--- src/slot_cfg_pkg.sv ---
// Package: offsets, field layout and types of the slot configuration registers
package slot_cfg_pkg;
   localparam logic [7:0] SLOT_ONE_CONFIG_OFFSET = 8'h10;
   localparam logic [7:0] SLOT_TWO_CONFIG_OFFSET = 8'h14;
   localparam int AVG_LSB = 24;
   localparam int DELAY_LSB = 16;
   localparam int INPUT_LSB = 8;
   localparam int WINDOW_BIT = 1;
   localparam int ACTIVE_BIT = 0;
   localparam logic [31:0] WRITABLE_MASK = 32'h0707_0F03;
   localparam logic [31:0] CONFIG_RESET = 32'h0000_0000;
   localparam int NUM_SLOTS = 2;
   localparam logic [3:0] INPUT_TEMP = 4'h8;
   localparam logic [3:0] INPUT_SUPPLY = 4'h9;
   localparam logic [3:0] INPUT_GROUND = 4'hA;
   localparam logic [3:0] INPUT_BATTERY = 4'hC;

   typedef enum logic [1:0] {
      SRC_EXTERNAL,
      SRC_INTERNAL,
      SRC_UNUSED
   } input_kind_t;

   typedef struct packed {
      logic [7:0] average_count;
      logic [7:0] hold_cycles;
      logic [3:0] input_select;
      logic [7:0] external_onehot;
      logic temp_select;
      logic supply_select;
      logic ground_select;
      logic battery_select;
      logic window_check_on;
      logic active;
   } slot_ctrl_t;
endpackage

--- src/slot_cfg_word.sv ---
// One slot configuration word with write masking and decoded controls
`timescale 1ns/1ps
module slot_cfg_word
   import slot_cfg_pkg::*;
(
   input wire logic clk_in,
   input wire logic rst_in,
   input wire logic write_in,
   input wire logic [31:0] wdata_in,
   output logic [31:0] value_out,
   output slot_ctrl_t ctrl_out
);
   logic [31:0] cfg_reg;
   logic [31:0] cfg_next;
   slot_ctrl_t ctrl_next;
   wire logic [2:0] avg_code = cfg_next[AVG_LSB +: 3];
   wire logic [2:0] delay_code = cfg_next[DELAY_LSB +: 3];
   wire logic [3:0] sel_code = cfg_next[INPUT_LSB +: 4];

   // Reserved bits never store
   assign cfg_next = write_in ? (wdata_in & WRITABLE_MASK) : cfg_reg; // see RL10

   always_comb begin
      ctrl_next = '0;
      ctrl_next.average_count = 8'(1) << avg_code; // see RL1
      ctrl_next.hold_cycles = 8'(1) << delay_code; // see RL2
      ctrl_next.input_select = sel_code;
      if (!sel_code[3]) begin
         ctrl_next.external_onehot = 8'(1) << sel_code[2:0]; // see RL5
      end
      ctrl_next.temp_select = (sel_code == INPUT_TEMP); // see RL5
      ctrl_next.supply_select = (sel_code == INPUT_SUPPLY);
      ctrl_next.ground_select = (sel_code == INPUT_GROUND);
      ctrl_next.battery_select = (sel_code == INPUT_BATTERY);
      ctrl_next.window_check_on = cfg_next[WINDOW_BIT]; // see RL6
      ctrl_next.active = cfg_next[ACTIVE_BIT]; // see RL7
   end

   always_ff @(posedge clk_in) begin
      if (rst_in) begin
         cfg_reg <= CONFIG_RESET; // see RL10
         ctrl_out <= '0;
      end else begin
         cfg_reg <= cfg_next;
         ctrl_out <= ctrl_next;
      end
   end

   assign value_out = cfg_reg;
endmodule

--- src/adc_slot_config_regs.sv ---
// APB register block holding the slot 1 and slot 2 scan configurations
//
// Summary of operation
// RL1: Bits 26:24 average two-to-the-n measurements
// RL2: Bits 18:16 hold two-to-the-n ADC clocks
// RL3: Software keeps hold time under fifty microseconds
// RL4: Slow clock: software limits hold to 64
// RL5: Bits 11:8 pick pin, temperature, supply, ground, battery
// RL6: Bit 1 turns on window compare
// RL7: Bit 0 includes slot in scans
// RL8: Slot two has own identical register
// RL9: Software changes slots only while converter disabled
// RL10: Reserved bits read zero; reset clears all
`timescale 1ns/1ps
module adc_slot_config_regs
   import slot_cfg_pkg::*;
(
   input wire logic clk_in,
   input wire logic rst_in,
   input wire logic psel_in,
   input wire logic penable_in,
   input wire logic pwrite_in,
   input wire logic [7:0] paddr_in,
   input wire logic [31:0] pwdata_in,
   output logic [31:0] prdata_out,
   output logic pready_out,
   output logic pslverr_out,
   output slot_ctrl_t slot_one_ctrl_out,
   output slot_ctrl_t slot_two_ctrl_out
);
   ////////////////////////////////////////////////////////////////////////////
   // Bus phase of the present cycle

   typedef enum {
      PHASE_IDLE,
      PHASE_SETUP,
      PHASE_ACCESS
   } bus_phase_t;

   function automatic bus_phase_t phase_of(input logic sel, input logic enable);
      bus_phase_t phase;
      phase = PHASE_IDLE;
      case ({sel, enable})
         2'h2: begin
            phase = PHASE_SETUP;
         end
         2'h3: begin
            phase = PHASE_ACCESS;
         end
         default: begin
            phase = PHASE_IDLE;
         end
      endcase
      return phase;
   endfunction

   ////////////////////////////////////////////////////////////////////////////
   // Address decode

   function automatic logic [7:0] offset_of(input int slot);
      logic [7:0] offset;
      offset = SLOT_ONE_CONFIG_OFFSET;
      case (slot)
         0: begin
            offset = SLOT_ONE_CONFIG_OFFSET;
         end
         default: begin
            offset = SLOT_TWO_CONFIG_OFFSET;
         end
      endcase
      return offset;
   endfunction

   // One bit per slot; all clear for an unmapped address
   function automatic logic [NUM_SLOTS-1:0] decode_slots(input logic [7:0] addr);
      logic [NUM_SLOTS-1:0] hits;
      hits = '0;
      for (int s = 0; s < NUM_SLOTS; s++) begin
         hits[s] = (addr == offset_of(s));
      end
      return hits;
   endfunction

   ////////////////////////////////////////////////////////////////////////////
   // Read-back word

   // Rebuilt from the stored fields, so reserved bits cannot leak out
   function automatic logic [31:0] pack_fields(
         input logic [2:0] average,
         input logic [2:0] delay,
         input logic [3:0] select,
         input logic window,
         input logic active
      );
      logic [31:0] word;
      word = CONFIG_RESET;
      word[AVG_LSB +: 3] = average;
      word[DELAY_LSB +: 3] = delay;
      word[INPUT_LSB +: 4] = select;
      word[WINDOW_BIT] = window;
      word[ACTIVE_BIT] = active;
      return word;
   endfunction

   ////////////////////////////////////////////////////////////////////////////
   // Bus decode

   bus_phase_t phase_now;
   logic [NUM_SLOTS-1:0] slot_hit;
   logic setup_phase;
   logic access_done;
   logic mapped;
   logic [NUM_SLOTS-1:0] write_hit;

   assign phase_now = phase_of(psel_in, penable_in);
   assign slot_hit = decode_slots(paddr_in);
   assign setup_phase = (phase_now == PHASE_SETUP);
   // Writes land only at the edge that completes the access
   assign access_done = (phase_now == PHASE_ACCESS) && pready_out;
   assign mapped = |slot_hit;
   assign write_hit = {NUM_SLOTS{access_done && pwrite_in}} & slot_hit; // see RL8

   ////////////////////////////////////////////////////////////////////////////
   // Slot storage: each slot is an independent word

   logic [31:0] word_value [NUM_SLOTS];
   slot_ctrl_t word_ctrl [NUM_SLOTS];

   genvar g;
   generate
      for (g = 0; g < NUM_SLOTS; g++) begin : slot_words
         slot_cfg_word u_word (
            .clk_in(clk_in),
            .rst_in(rst_in),
            .write_in(write_hit[g]), // see RL8
            .wdata_in(pwdata_in),
            .value_out(word_value[g]),
            .ctrl_out(word_ctrl[g])
         );
      end
   endgenerate

   assign slot_one_ctrl_out = word_ctrl[0];
   assign slot_two_ctrl_out = word_ctrl[1];

   ////////////////////////////////////////////////////////////////////////////
   // Field views of the two slot words

   logic [2:0] slot_one_average_count;
   logic [2:0] slot_one_sample_delay;
   logic [3:0] slot_one_input_select;
   logic slot_one_window_check_on;
   logic slot_one_active;
   logic [2:0] slot_two_average_count;
   logic [2:0] slot_two_sample_delay;
   logic [3:0] slot_two_input_select;
   logic slot_two_window_check_on;
   logic slot_two_active;
   logic [31:0] slot_one_config;
   logic [31:0] slot_two_config;

   assign slot_one_average_count = word_value[0][AVG_LSB +: 3];
   assign slot_one_sample_delay = word_value[0][DELAY_LSB +: 3];
   assign slot_one_input_select = word_value[0][INPUT_LSB +: 4];
   assign slot_one_window_check_on = word_value[0][WINDOW_BIT];
   assign slot_one_active = word_value[0][ACTIVE_BIT];
   assign slot_two_average_count = word_value[1][AVG_LSB +: 3];
   assign slot_two_sample_delay = word_value[1][DELAY_LSB +: 3];
   assign slot_two_input_select = word_value[1][INPUT_LSB +: 4];
   assign slot_two_window_check_on = word_value[1][WINDOW_BIT];
   assign slot_two_active = word_value[1][ACTIVE_BIT];

   assign slot_one_config = pack_fields(
      slot_one_average_count,
      slot_one_sample_delay,
      slot_one_input_select,
      slot_one_window_check_on,
      slot_one_active
   ); // see RL10
   assign slot_two_config = pack_fields(
      slot_two_average_count,
      slot_two_sample_delay,
      slot_two_input_select,
      slot_two_window_check_on,
      slot_two_active
   ); // see RL10

   ////////////////////////////////////////////////////////////////////////////
   // Read selection

   logic [31:0] readback [NUM_SLOTS];
   logic [31:0] read_terms [NUM_SLOTS+1];
   logic [31:0] read_mux;

   assign readback[0] = slot_one_config;
   assign readback[1] = slot_two_config;
   assign read_terms[0] = 32'h0000_0000;

   // Unmapped addresses fall through to zero
   generate
      for (g = 0; g < NUM_SLOTS; g++) begin : read_chain
         assign read_terms[g+1] = read_terms[g] | (slot_hit[g] ? readback[g] : 32'h0000_0000);
      end
   endgenerate

   assign read_mux = read_terms[NUM_SLOTS];

   ////////////////////////////////////////////////////////////////////////////
   // Answer: no wait state, ready raised in the first access cycle

   logic [31:0] prdata_next;
   logic pslverr_next;

   // Latched in setup, while the address is already stable
   assign prdata_next = (setup_phase && !pwrite_in) ? read_mux : 32'h0000_0000; // see RL10
   assign pslverr_next = setup_phase && !mapped;

   always_ff @(posedge clk_in) begin
      if (rst_in) begin
         pready_out <= 1'b0;
      end else begin
         pready_out <= setup_phase;
      end
   end

   always_ff @(posedge clk_in) begin
      if (rst_in) begin
         prdata_out <= 32'h0000_0000;
      end else begin
         prdata_out <= prdata_next;
      end
   end

   always_ff @(posedge clk_in) begin
      if (rst_in) begin
         pslverr_out <= 1'b0;
      end else begin
         pslverr_out <= pslverr_next;
      end
   end
endmodule

--- config.mk ---
export PLATFORM = sky130hd
export DESIGN_NAME = adc_slot_config_regs
export DESIGN_NICKNAME = d
export VERILOG_FILES = /design/src/slot_cfg_pkg.sv /design/src/slot_cfg_word.sv /design/src/adc_slot_config_regs.sv
export SDC_FILE = /design/constraint.sdc
export NUM_CORES = 1
export LEC_CHECK = 0
export BUFFER_PORTS_ARGS = -buffer_cell sky130_fd_sc_hd__buf_2
export CORE_ASPECT_RATIO = 0.5
export CORE_MARGIN = 2
export CORE_UTILIZATION = 45
export DETAILED_ROUTE_END_ITERATION = 10
export HOLD_SLACK_MARGIN = 0.03
export PLACE_DENSITY = 0.78
export SLEW_MARGIN = 15
export SYNTH_ARGS = -nofsm -noshare
export SYNTH_HDL_FRONTEND = slang
export SYNTH_SLANG_ARGS = --single-unit
export TNS_END_PERCENT = 100
--- constraint.sdc ---
create_clock -name clk_in -period 1.2 [get_ports clk_in]
set_input_delay 0.12 -clock clk_in [delete_from_list [all_inputs] [get_ports clk_in]]
set_output_delay 0.12 -clock clk_in [all_outputs]
set_load 0.005 [all_outputs]
==> results of run 1 <==
-- placed cells by master (no fill, tap or decap), types with 2 or more instances in the layout --
master | synthesis | layout
nand2b_1 | 26 | 26
nor3b_1 | 8 | 8
conb_1 | 1 | 20
clkbuf_1 | 6 | 3
mux2_4 | 0 | 3
dfxtp_2 | 0 | 4
clkbuf_16 | 0 | 10
mux2i_1 | 86 | 86
mux2_2 | 3 | 3
nor3_1 | 4 | 4
nor2b_1 | 26 | 26
buf_2 | 8 | 106
nand3_1 | 21 | 21
dfxtp_1 | 94 | 90
buf_12 | 0 | 6
inv_1 | 2 | 2
nor2_1 | 29 | 29
buf_4 | 35 | 39
nand3b_1 | 4 | 4
nand2_1 | 59 | 59
buf_6 | 1 | 9
-- cells by family (layout without fill, tap and decap cells) --
group | Yosys count | in the layout | synth area share, %
buffers and inverters | 52 | 178 | 8.39
multiplexers | 92 | 92 | 22.6
AND/OR/NAND/NOR | 183 | 183 | 22.9
flip-flops | 94 | 94 | 45.9
other | 1 | 20 | 0.0915
AO/OA/AOI/OAI | 1 | 1 | 0.122
-- final cells by class --
type,count,area [um2],area share [%]
Inverter,2,7.51,0.140
Multi-Input combinational cell,296,1960,36.6
Clock buffer,13,250,4.67
Tap cell,117,146,2.73
Sequential cell,94,1890,35.2
Timing Repair Buffer,162,1100,20.5
Clock inverter,1,7.51,0.140
-- layer usage --
layer  GRT usage, %  share of wire [%]
met5              0                  0
met4           6.51                1.7
met3           5.55                8.3
met2           32.1                 46
met1           26.6                 44
-- final timing paths --
| kind | slack [ns] | cells past startpoint | startpoint | endpoint |
|---|---|---|---|---|
| setup / recovery | -0.16 | 5 | pready_out$_SDFF_PP0_ | slot_words[0].u_word.ctrl_out[4]$_SDFF_PP0_ |
| hold / removal | 0.06 | 3 | pwdata_in[0] | slot_words[1].u_word.value_out[0]$_SDFFE_PP0N_ |
| setup reg to reg | -0.16 | 5 | pready_out$_SDFF_PP0_ | slot_words[0].u_word.ctrl_out[4]$_SDFF_PP0_ |
| hold reg to reg | 0.49 | 2 | slot_words[1].u_word.value_out[0]$_SDFFE_PP0N_ | slot_words[1].u_word.value_out[0]$_SDFFE_PP0N_ |
-- metrics by stage --
stage,setup WS (ns),hold slack (ns)
after floorplan,-0.144,0.294
after CTS,-0.157,0.0621
final,-0.164,0.0639
after global placement,-0.287,0.415
after global routing,-0.210,0.0790
after detailed placement,-0.328,0.435
-- where the power goes --
group	internal [mW]	leakage (nW)	total, mW	switching, mW
Combinational	0.127	1.73	0.300	0.173
Clock	1.44	0.122	2.56	1.12
Sequential	3.13	0.761	3.14	0.00443
Total	4.70	2.62	6.00	1.29
-- critical path, delay by kind of cell, from the launching register on --
family                 cells  cell delay [ns]
buffers and inverters      2             0.29
DFF                        1             0.32
muxes                      1             0.20
and+or+nand+nor            2             0.47
-- sequential cells by signal, indices dropped and copies added (netlist names) --
signal,cells
slot_words.u_word.ctrl_out,56
slot_words.u_word.value_out,24
prdata_out,12
pready_out,1
pslverr_out,1
-- what timing repair did --
action                                  4_1_cts  5_1_grt
buffers inserted                              7        1
gates cloned                                  1        1
endpoints found under the setup margin       72       80
pin swaps                                     1        1
resized for setup                             9        4
==> metrics.cfg, run 1 <==
[global_route]
grt_overflow=0
grt_use_total_pct=20.0
grt_pass1_wl_um=15800
grt_max_degree=30
antenna_found_initial=0
grt_pass1_vias=3226

[synth]
syn_area_per_cell_um2=9.69
yosys-top-cells-area=dfxtp_1 46%, mux2i_1 21%, buf_4 6.4%
synthTopCellsByCount=94 x dfxtp_1, 86 x mux2i_1, 59 x nand2_1, 35 x buf_4, 29 x nor2_1
yosysMostFrequentCell=dfxtp_1
postSynthCellCount=423
syn_area_um2=4100
synth-seq-area-share_pct=45.9
synth-edff-count=0
synth-seq-cells=94
synth.largest_area_cell=dfxtp_1
ys_types=25
ys.flop_type=dfxtp_1
yosys_warnings=0
synth_top_cell_area_share_pct=45.9
synthArstFlopShare_pct=0

[power]
powerDensity_nw_per_um2=1120
power_leakage_nw=2.62
peakVddDrop_uv=630
p_total_mw=6.00

[sta]
hold_viol_final=0
fmax_mhz=733
setup_viol=77
slew_violations=0
timing.clock.skew_ns=0.00403
fin_crit_ns=1.36
setup_ws_ns=-0.164
fin_setup_tns_ns=-8.09
fin_crit_sh_pct=114
rsz0062_at_grt=true

[layout]
diodes=0
drive_gt1_share_pct=32.6
post-route-cell-area_um2=5350
final_util_pct=61.1
fill_cells=753
stdcell_count=685
nNetsFinal=610
area_growth_syn_to_layout_pct=30.6

[placement]
dpl_cell_area_um2=4950
hpwl_um=7230
gp_congestion=0.909
portBuffers=106
dp.cells=661

[critical_path]
worstPathCellList=and4_1, and4b_2, buf_12, buf_4, mux2i_1
crit_path_end_kind=register
crit_required_ns=1.46
worstPathMaxFanout=13
worstSetupPathType=register to register
critPathMaxStageDelay_ns=0.32
start_kind=register
slowest_stage=dfxtp_2
cp.arrival_ns=1.62

[clock_network]
cts_tree=yes
holdBufCountCts=0
htree_levels=3
clkTransAtPathRegs_ns=0.06
clock_latency_ns=0.33
cts.sinks=94
cts-root-buf=clkbuf_16
cts_buffers=9
cts_buffer_depth=2

[detailed_routing]
wl_per_cell_um=14.7
drc=0
first_pass_iters=6
antenna_left=0
wl_um=10100
via_per_inst=4.99
drtIter0Drc=221
vias=3418

[min_path]
hp-class=primary input to register

[die]
initial_core_util_pct=46.8
io_pins=147
rows=24
die_area_um2=9940
die_h_um=71.5
die_x_um=139
core_um2=8770

[run]
cap_violations=0

[run_status]
status=finished with violations
violations=setup timing

Power figures use the tool's default switching activity.
==> run 2, diff against run 1 <==
--- a/config.mk
+++ b/config.mk
@@ -9,6 +9,7 @@
 export CORE_ASPECT_RATIO = 0.5
 export CORE_MARGIN = 2
 export CORE_UTILIZATION = 45
+export CTS_CLUSTER_DIAMETER = 150
 export DETAILED_ROUTE_END_ITERATION = 10
 export HOLD_SLACK_MARGIN = 0.03
 export PLACE_DENSITY = 0.78
==> constraint.sdc (replaced) <==
create_clock -name clk_in -period 1.2 [get_ports clk_in]
set_input_delay 0.06 -clock clk_in [delete_from_list [all_inputs] [get_ports clk_in]]
set_output_delay 0.06 -clock clk_in [all_outputs]
set_load 0.005 [all_outputs]
==> run 2 against run 1 <==
Critical endpoint is now slot_words[0].u_word.value_out[1]$_SDFFE_PP0P_; largest power group unchanged; worst hold slack improved by 0.0057 ns; the run still ends with setup timing left; non-clock buffer count rose by 4; largest cell class unchanged; clock power rose by 9.4%.
==> metrics.cfg, run 2 (same netlist as run 1, synthesis figures left out) <==
[run_status]
status=finished with violations
violations=setup timing

[critical_path]
crit_path_end_kind=register
cp.arrival_ns=1.64
worstPathMaxFanout=12
start_kind=register
worstSetupPathType=register to register
crit_required_ns=1.46

[detailed_routing]
drtIter0Drc=201
drc=0
wl_per_cell_um=14.4
antenna_left=0
via_per_inst=4.91
first_pass_iters=5
wl_um=9940
vias=3381

[sta]
fin_crit_ns=1.38
slew_violations=0
setup_viol=76
fmax_mhz=727
timing.clock.skew_ns=0.00463
fin_crit_sh_pct=115
hold_viol_final=0
setup_ws_ns=-0.176
rsz0062_at_grt=true

[clock_network]
htree_levels=3
clkTransAtPathRegs_ns=0.06
cts.sinks=94
cts_buffer_depth=2
cts-root-buf=clkbuf_16
cts_tree=yes
clock_latency_ns=0.34
cts_buffers=9

[power]
powerDensity_nw_per_um2=1150
power_leakage_nw=2.66
peakVddDrop_uv=635
p_total_mw=6.24

[global_route]
antenna_found_initial=0
grt_overflow=0
grt_pass1_wl_um=15400
grt_use_total_pct=19.8
grt_max_degree=30
grt_pass1_vias=3091

[layout]
drive_gt1_share_pct=32.9
post-route-cell-area_um2=5450
final_cell_mix=106 x buf_2, 92 x dfxtp_1, 82 x mux2i_1, 59 x nand2_1, 42 x buf_4
diodes=0
final_common_cell=buf_2
area_growth_syn_to_layout_pct=32.8
final_util_pct=62.1
largest-register=slot_words.u_word.ctrl_out
largest_reg_flops=56
nNetsFinal=614

[min_path]
hp-class=primary input to register

[placement]
gp_congestion=0.868
dpl_cell_area_um2=4950
dpl_worst_slack_ns=-0.259
hpwl_um=7140
portBuffers=106

[die]
die_h_um=71.5
die_area_um2=9940
io_pins=147
initial_core_util_pct=46.8
rows=24
die_x_um=139
core_um2=8770

[run]
cap_violations=0

run 2: changes by cell type in the layout (fill, tap and decap cells not counted), moves of 2 or more:
| cell | previous run | this run |
|---|---|---|
| dfxtp_2 | 4 | 2 |
| buf_6 | 9 | 6 |
| mux2i_1 | 86 | 82 |
| dlygate4sd3_1 | 0 | 5 |
| buf_4 | 39 | 42 |
| dfxtp_1 | 90 | 92 |
| mux2i_4 | 0 | 4 |
run 2: layer usage:
metal / global-route usage, % / routed length (um)
met5: 0 / 0
met2: 32.0 / 4720
met3: 5.75 / 617
met4: 6.51 / 170
met1: 26.0 / 4440
run 2: area by class of cell:
cell class              instances  area (um2)
fillers                       740        3320
repair buffers                166        1100
clock inverters                 1        30.0
flip-flops and latches         94        1880
multi-input cells             296        2010
well taps                     117         146
clock buffers                  13         260
inverters                       2        7.51
run 2: worst paths after layout:
path / start / end / slack (ns) / cells past startpoint
max reg2reg: pready_out$_SDFF_PP0_ / slot_words[0].u_word.value_out[1]$_SDFFE_PP0P_ / -0.18 / 5
min: pwdata_in[26] / slot_words[0].u_word.ctrl_out[32]$_SDFF_PP0_ / 0.07 / 3
min reg2reg: slot_words[0].u_word.value_out[0]$_SDFFE_PP0P_ / slot_words[0].u_word.value_out[0]$_SDFFE_PP0P_ / 0.49 / 2
max: pready_out$_SDFF_PP0_ / slot_words[0].u_word.value_out[1]$_SDFFE_PP0P_ / -0.18 / 5
run 2: worst max-delay path, stage by stage, from the launching register on:
cell     delay (ns)
dfxtp_2        0.32
and4_1         0.18
and4b_2        0.29
buf_12         0.16
buf_12         0.16
mux2i_1        0.20
run 2: what timing repair did:
| action | in CTS | in global routing |
|---|---|---|
| pin swaps | 1 | 0 |
| resized for setup | 5 | 13 |
| buffers inserted | 3 | 7 |
| hold buffers | 5 | 0 |
| hold endpoints to repair | 7 | 0 |
| cloned | 1 | 0 |
| setup endpoints to repair | 70 | 81 |
run 2: metrics by stage:
stage	std cells	hold WS, ns	setup TNS (ns)
after global placement	660	0.346	-13.90
after global routing	689	0.0797	-11.92
final	689	0.0696	-7.15
after detailed placement	660	0.358	-15.68
after CTS	683	0.0573	-7.24
after floorplan	442	0.234	-1.22
run 2: report_power, final:
group / switching (mW) / internal, mW / total [mW]
Sequential: 0.00360 / 3.13 / 3.14
Combinational: 0.173 / 0.135 / 0.308
Clock: 1.09 / 1.71 / 2.80
Total: 1.27 / 4.97 / 6.24
==> run 3, diff against run 2 <==
--- a/config.mk
+++ b/config.mk
@@ -13,6 +13,7 @@
 export DETAILED_ROUTE_END_ITERATION = 10
 export HOLD_SLACK_MARGIN = 0.03
 export PLACE_DENSITY = 0.78
+export SETUP_SLACK_MARGIN = 0.1
 export SLEW_MARGIN = 15
 export SYNTH_ARGS = -nofsm -noshare
 export SYNTH_HDL_FRONTEND = slang
==> run 3 against run 2 <==
The run still ends with setup timing left; final cell count decreased by 1.7%; register-to-register slack about the same; final area decreased by 1.7%; via count decreased by 3.5%; clock skew about the same; worst hold slack got worse by 0.0065 ns; count of clock-buffer cells in the layout decreased by 1; maximum frequency increased by 0.67%; global-route usage increased by 0.32 points; die area unchanged; power decreased by 4.4%; critical endpoint is now slot_words[0].u_word.ctrl_out[32]$_SDFF_PP0_; highest routed layer unchanged.
==> metrics.cfg, run 3 (same netlist as run 1, synthesis figures left out) <==
[clock_network]
cts_buffers=9
cts.sinks=94
cts_buffer_depth=2
cts-root-buf=clkbuf_16
htree_levels=3
clkTransAtPathRegs_ns=0.06
cts_tree=yes
clock_latency_ns=0.34

[sta]
fin_setup_tns_ns=-8.06
timing.clock.skew_ns=0.00501
fin_crit_ns=1.37
fmax_mhz=732
fin_crit_sh_pct=114
rsz0062_at_grt=true
hold_viol_final=0
setup_ws_ns=-0.167
slew_violations=0
hold_slack_ns=0.0631
setup_viol=78

[global_route]
grt_overflow=0
antenna_found_initial=0
grt_use_total_pct=20.1
grt_pass1_vias=3156
grt_max_degree=54
grt_pass1_wl_um=15700

[run]
cap_violations=0

[die]
initial_core_util_pct=46.8
core_um2=8770
rows=24
die_h_um=71.5
die_area_um2=9940
io_pins=147
die_x_um=139

[layout]
area_growth_syn_to_layout_pct=30.5
final_common_cell=buf_2
fill_cells=752
post-route-cell-area_um2=5350
largest-register=slot_words.u_word.ctrl_out
final_util_pct=61.0
nNetsFinal=602
drive_gt1_share_pct=31.8
diodes=0
stdcell_count=677
largest_reg_flops=56
final_cell_mix=106 x buf_2, 88 x dfxtp_1, 84 x mux2i_1, 59 x nand2_1, 29 x nor2_1

[power]
p_comb_share_pct=4.9
switching_share_pct=21.4
power.internal_mw=4.69
p_seq_share_pct=52.6
power_switching_mw=1.28
peakVddDrop_uv=718
powerDensity_nw_per_um2=1110
p_total_mw=5.97
clock_power_share_pct=42.6
power_leakage_nw=2.61

[detailed_routing]
wl_per_cell_um=14.3
antenna_left=0
first_pass_iters=4
vias=3262
via_per_inst=4.82
drc=0
drtIter0Drc=170
wl_um=9670

[run_status]
status=finished with violations
violations=setup timing

[critical_path]
cp.arrival_ns=1.62
worstSetupPathType=register to register
crit_path_end_kind=register
start_kind=register
crit_required_ns=1.46
worstPathMaxFanout=14

[placement]
dp.cells=648
dpl_cell_area_um2=4850
gp_congestion=0.826
dpl_worst_slack_ns=-0.261
hpwl_um=6680
portBuffers=106

[min_path]
hp-class=primary input to register

[run 3: cell types whose count changed in the layout (fill, tap and decap cells not counted), moves of 4 or more]
cell / previous run / this run
dfxtp_2: 2 / 6
buf_4: 42 / 28
dfxtp_1: 92 / 88
mux2i_4: 4 / 0
[run 3: final cells by class]
type	instances	area [um2]	share of cell area, %
multi-input cells	296	1970	36.7
inverters	2	7.51	0.140
clock inverters	2	10.0	0.187
flip-flops and latches	94	1890	35.3
clock buffers	12	246	4.60
repair buffers	154	1090	20.3
well taps	117	146	2.73
[run 3: critical path, cell delays in order (launching register included)]
cell	delay (ns)
dfxtp_2	0.32
and4_1	0.19
and4b_2	0.25
buf_12	0.16
buf_8	0.14
mux2i_2	0.22
[run 3: what timing repair did]
| action | CTS | global route |
|---|---|---|
| resized for setup | 9 | 10 |
| pin swaps | 1 | 0 |
| buffers inserted | 6 | 2 |
| endpoints found under the setup margin | 81 | 84 |
| hold endpoints to repair | 6 | 0 |
| cloned | 3 | 1 |
| hold buffers | 4 | 0 |
[run 3: worst paths after layout]
path / startpoint / end / slack (ns) / cells after the start
worst max-delay path: pready_out$_SDFF_PP0_ / slot_words[0].u_word.ctrl_out[32]$_SDFF_PP0_ / -0.17 / 5
worst max register to register: pready_out$_SDFF_PP0_ / slot_words[0].u_word.ctrl_out[32]$_SDFF_PP0_ / -0.17 / 5
worst min register to register: slot_words[0].u_word.value_out[0]$_SDFFE_PP0P_ / slot_words[0].u_word.value_out[0]$_SDFFE_PP0P_ / 0.49 / 2
worst min-delay path: pwdata_in[17] / slot_words[1].u_word.value_out[17]$_SDFF_PP0_ / 0.06 / 3
[run 3: power groups by stage]
stage	Combinational, mW	Clock [mW]	Sequential, mW
floorplan	0.196	0	3.21
global placement	0.273	0	3.21
detailed placement	0.276	0	3.21
CTS	0.286	2.62	3.14
global route	0.319	2.74	3.14
finish	0.290	2.54	3.14
[run 3: per-layer routing]
layer  vias up  GRT usage [%]  part of all wire (%)
met5         -              0                     0
met4         0           6.06                   1.4
met3        11           6.48                   6.1
met2        97           33.9                    48
met1      1521           25.1                    45
li1       1633              -                     -
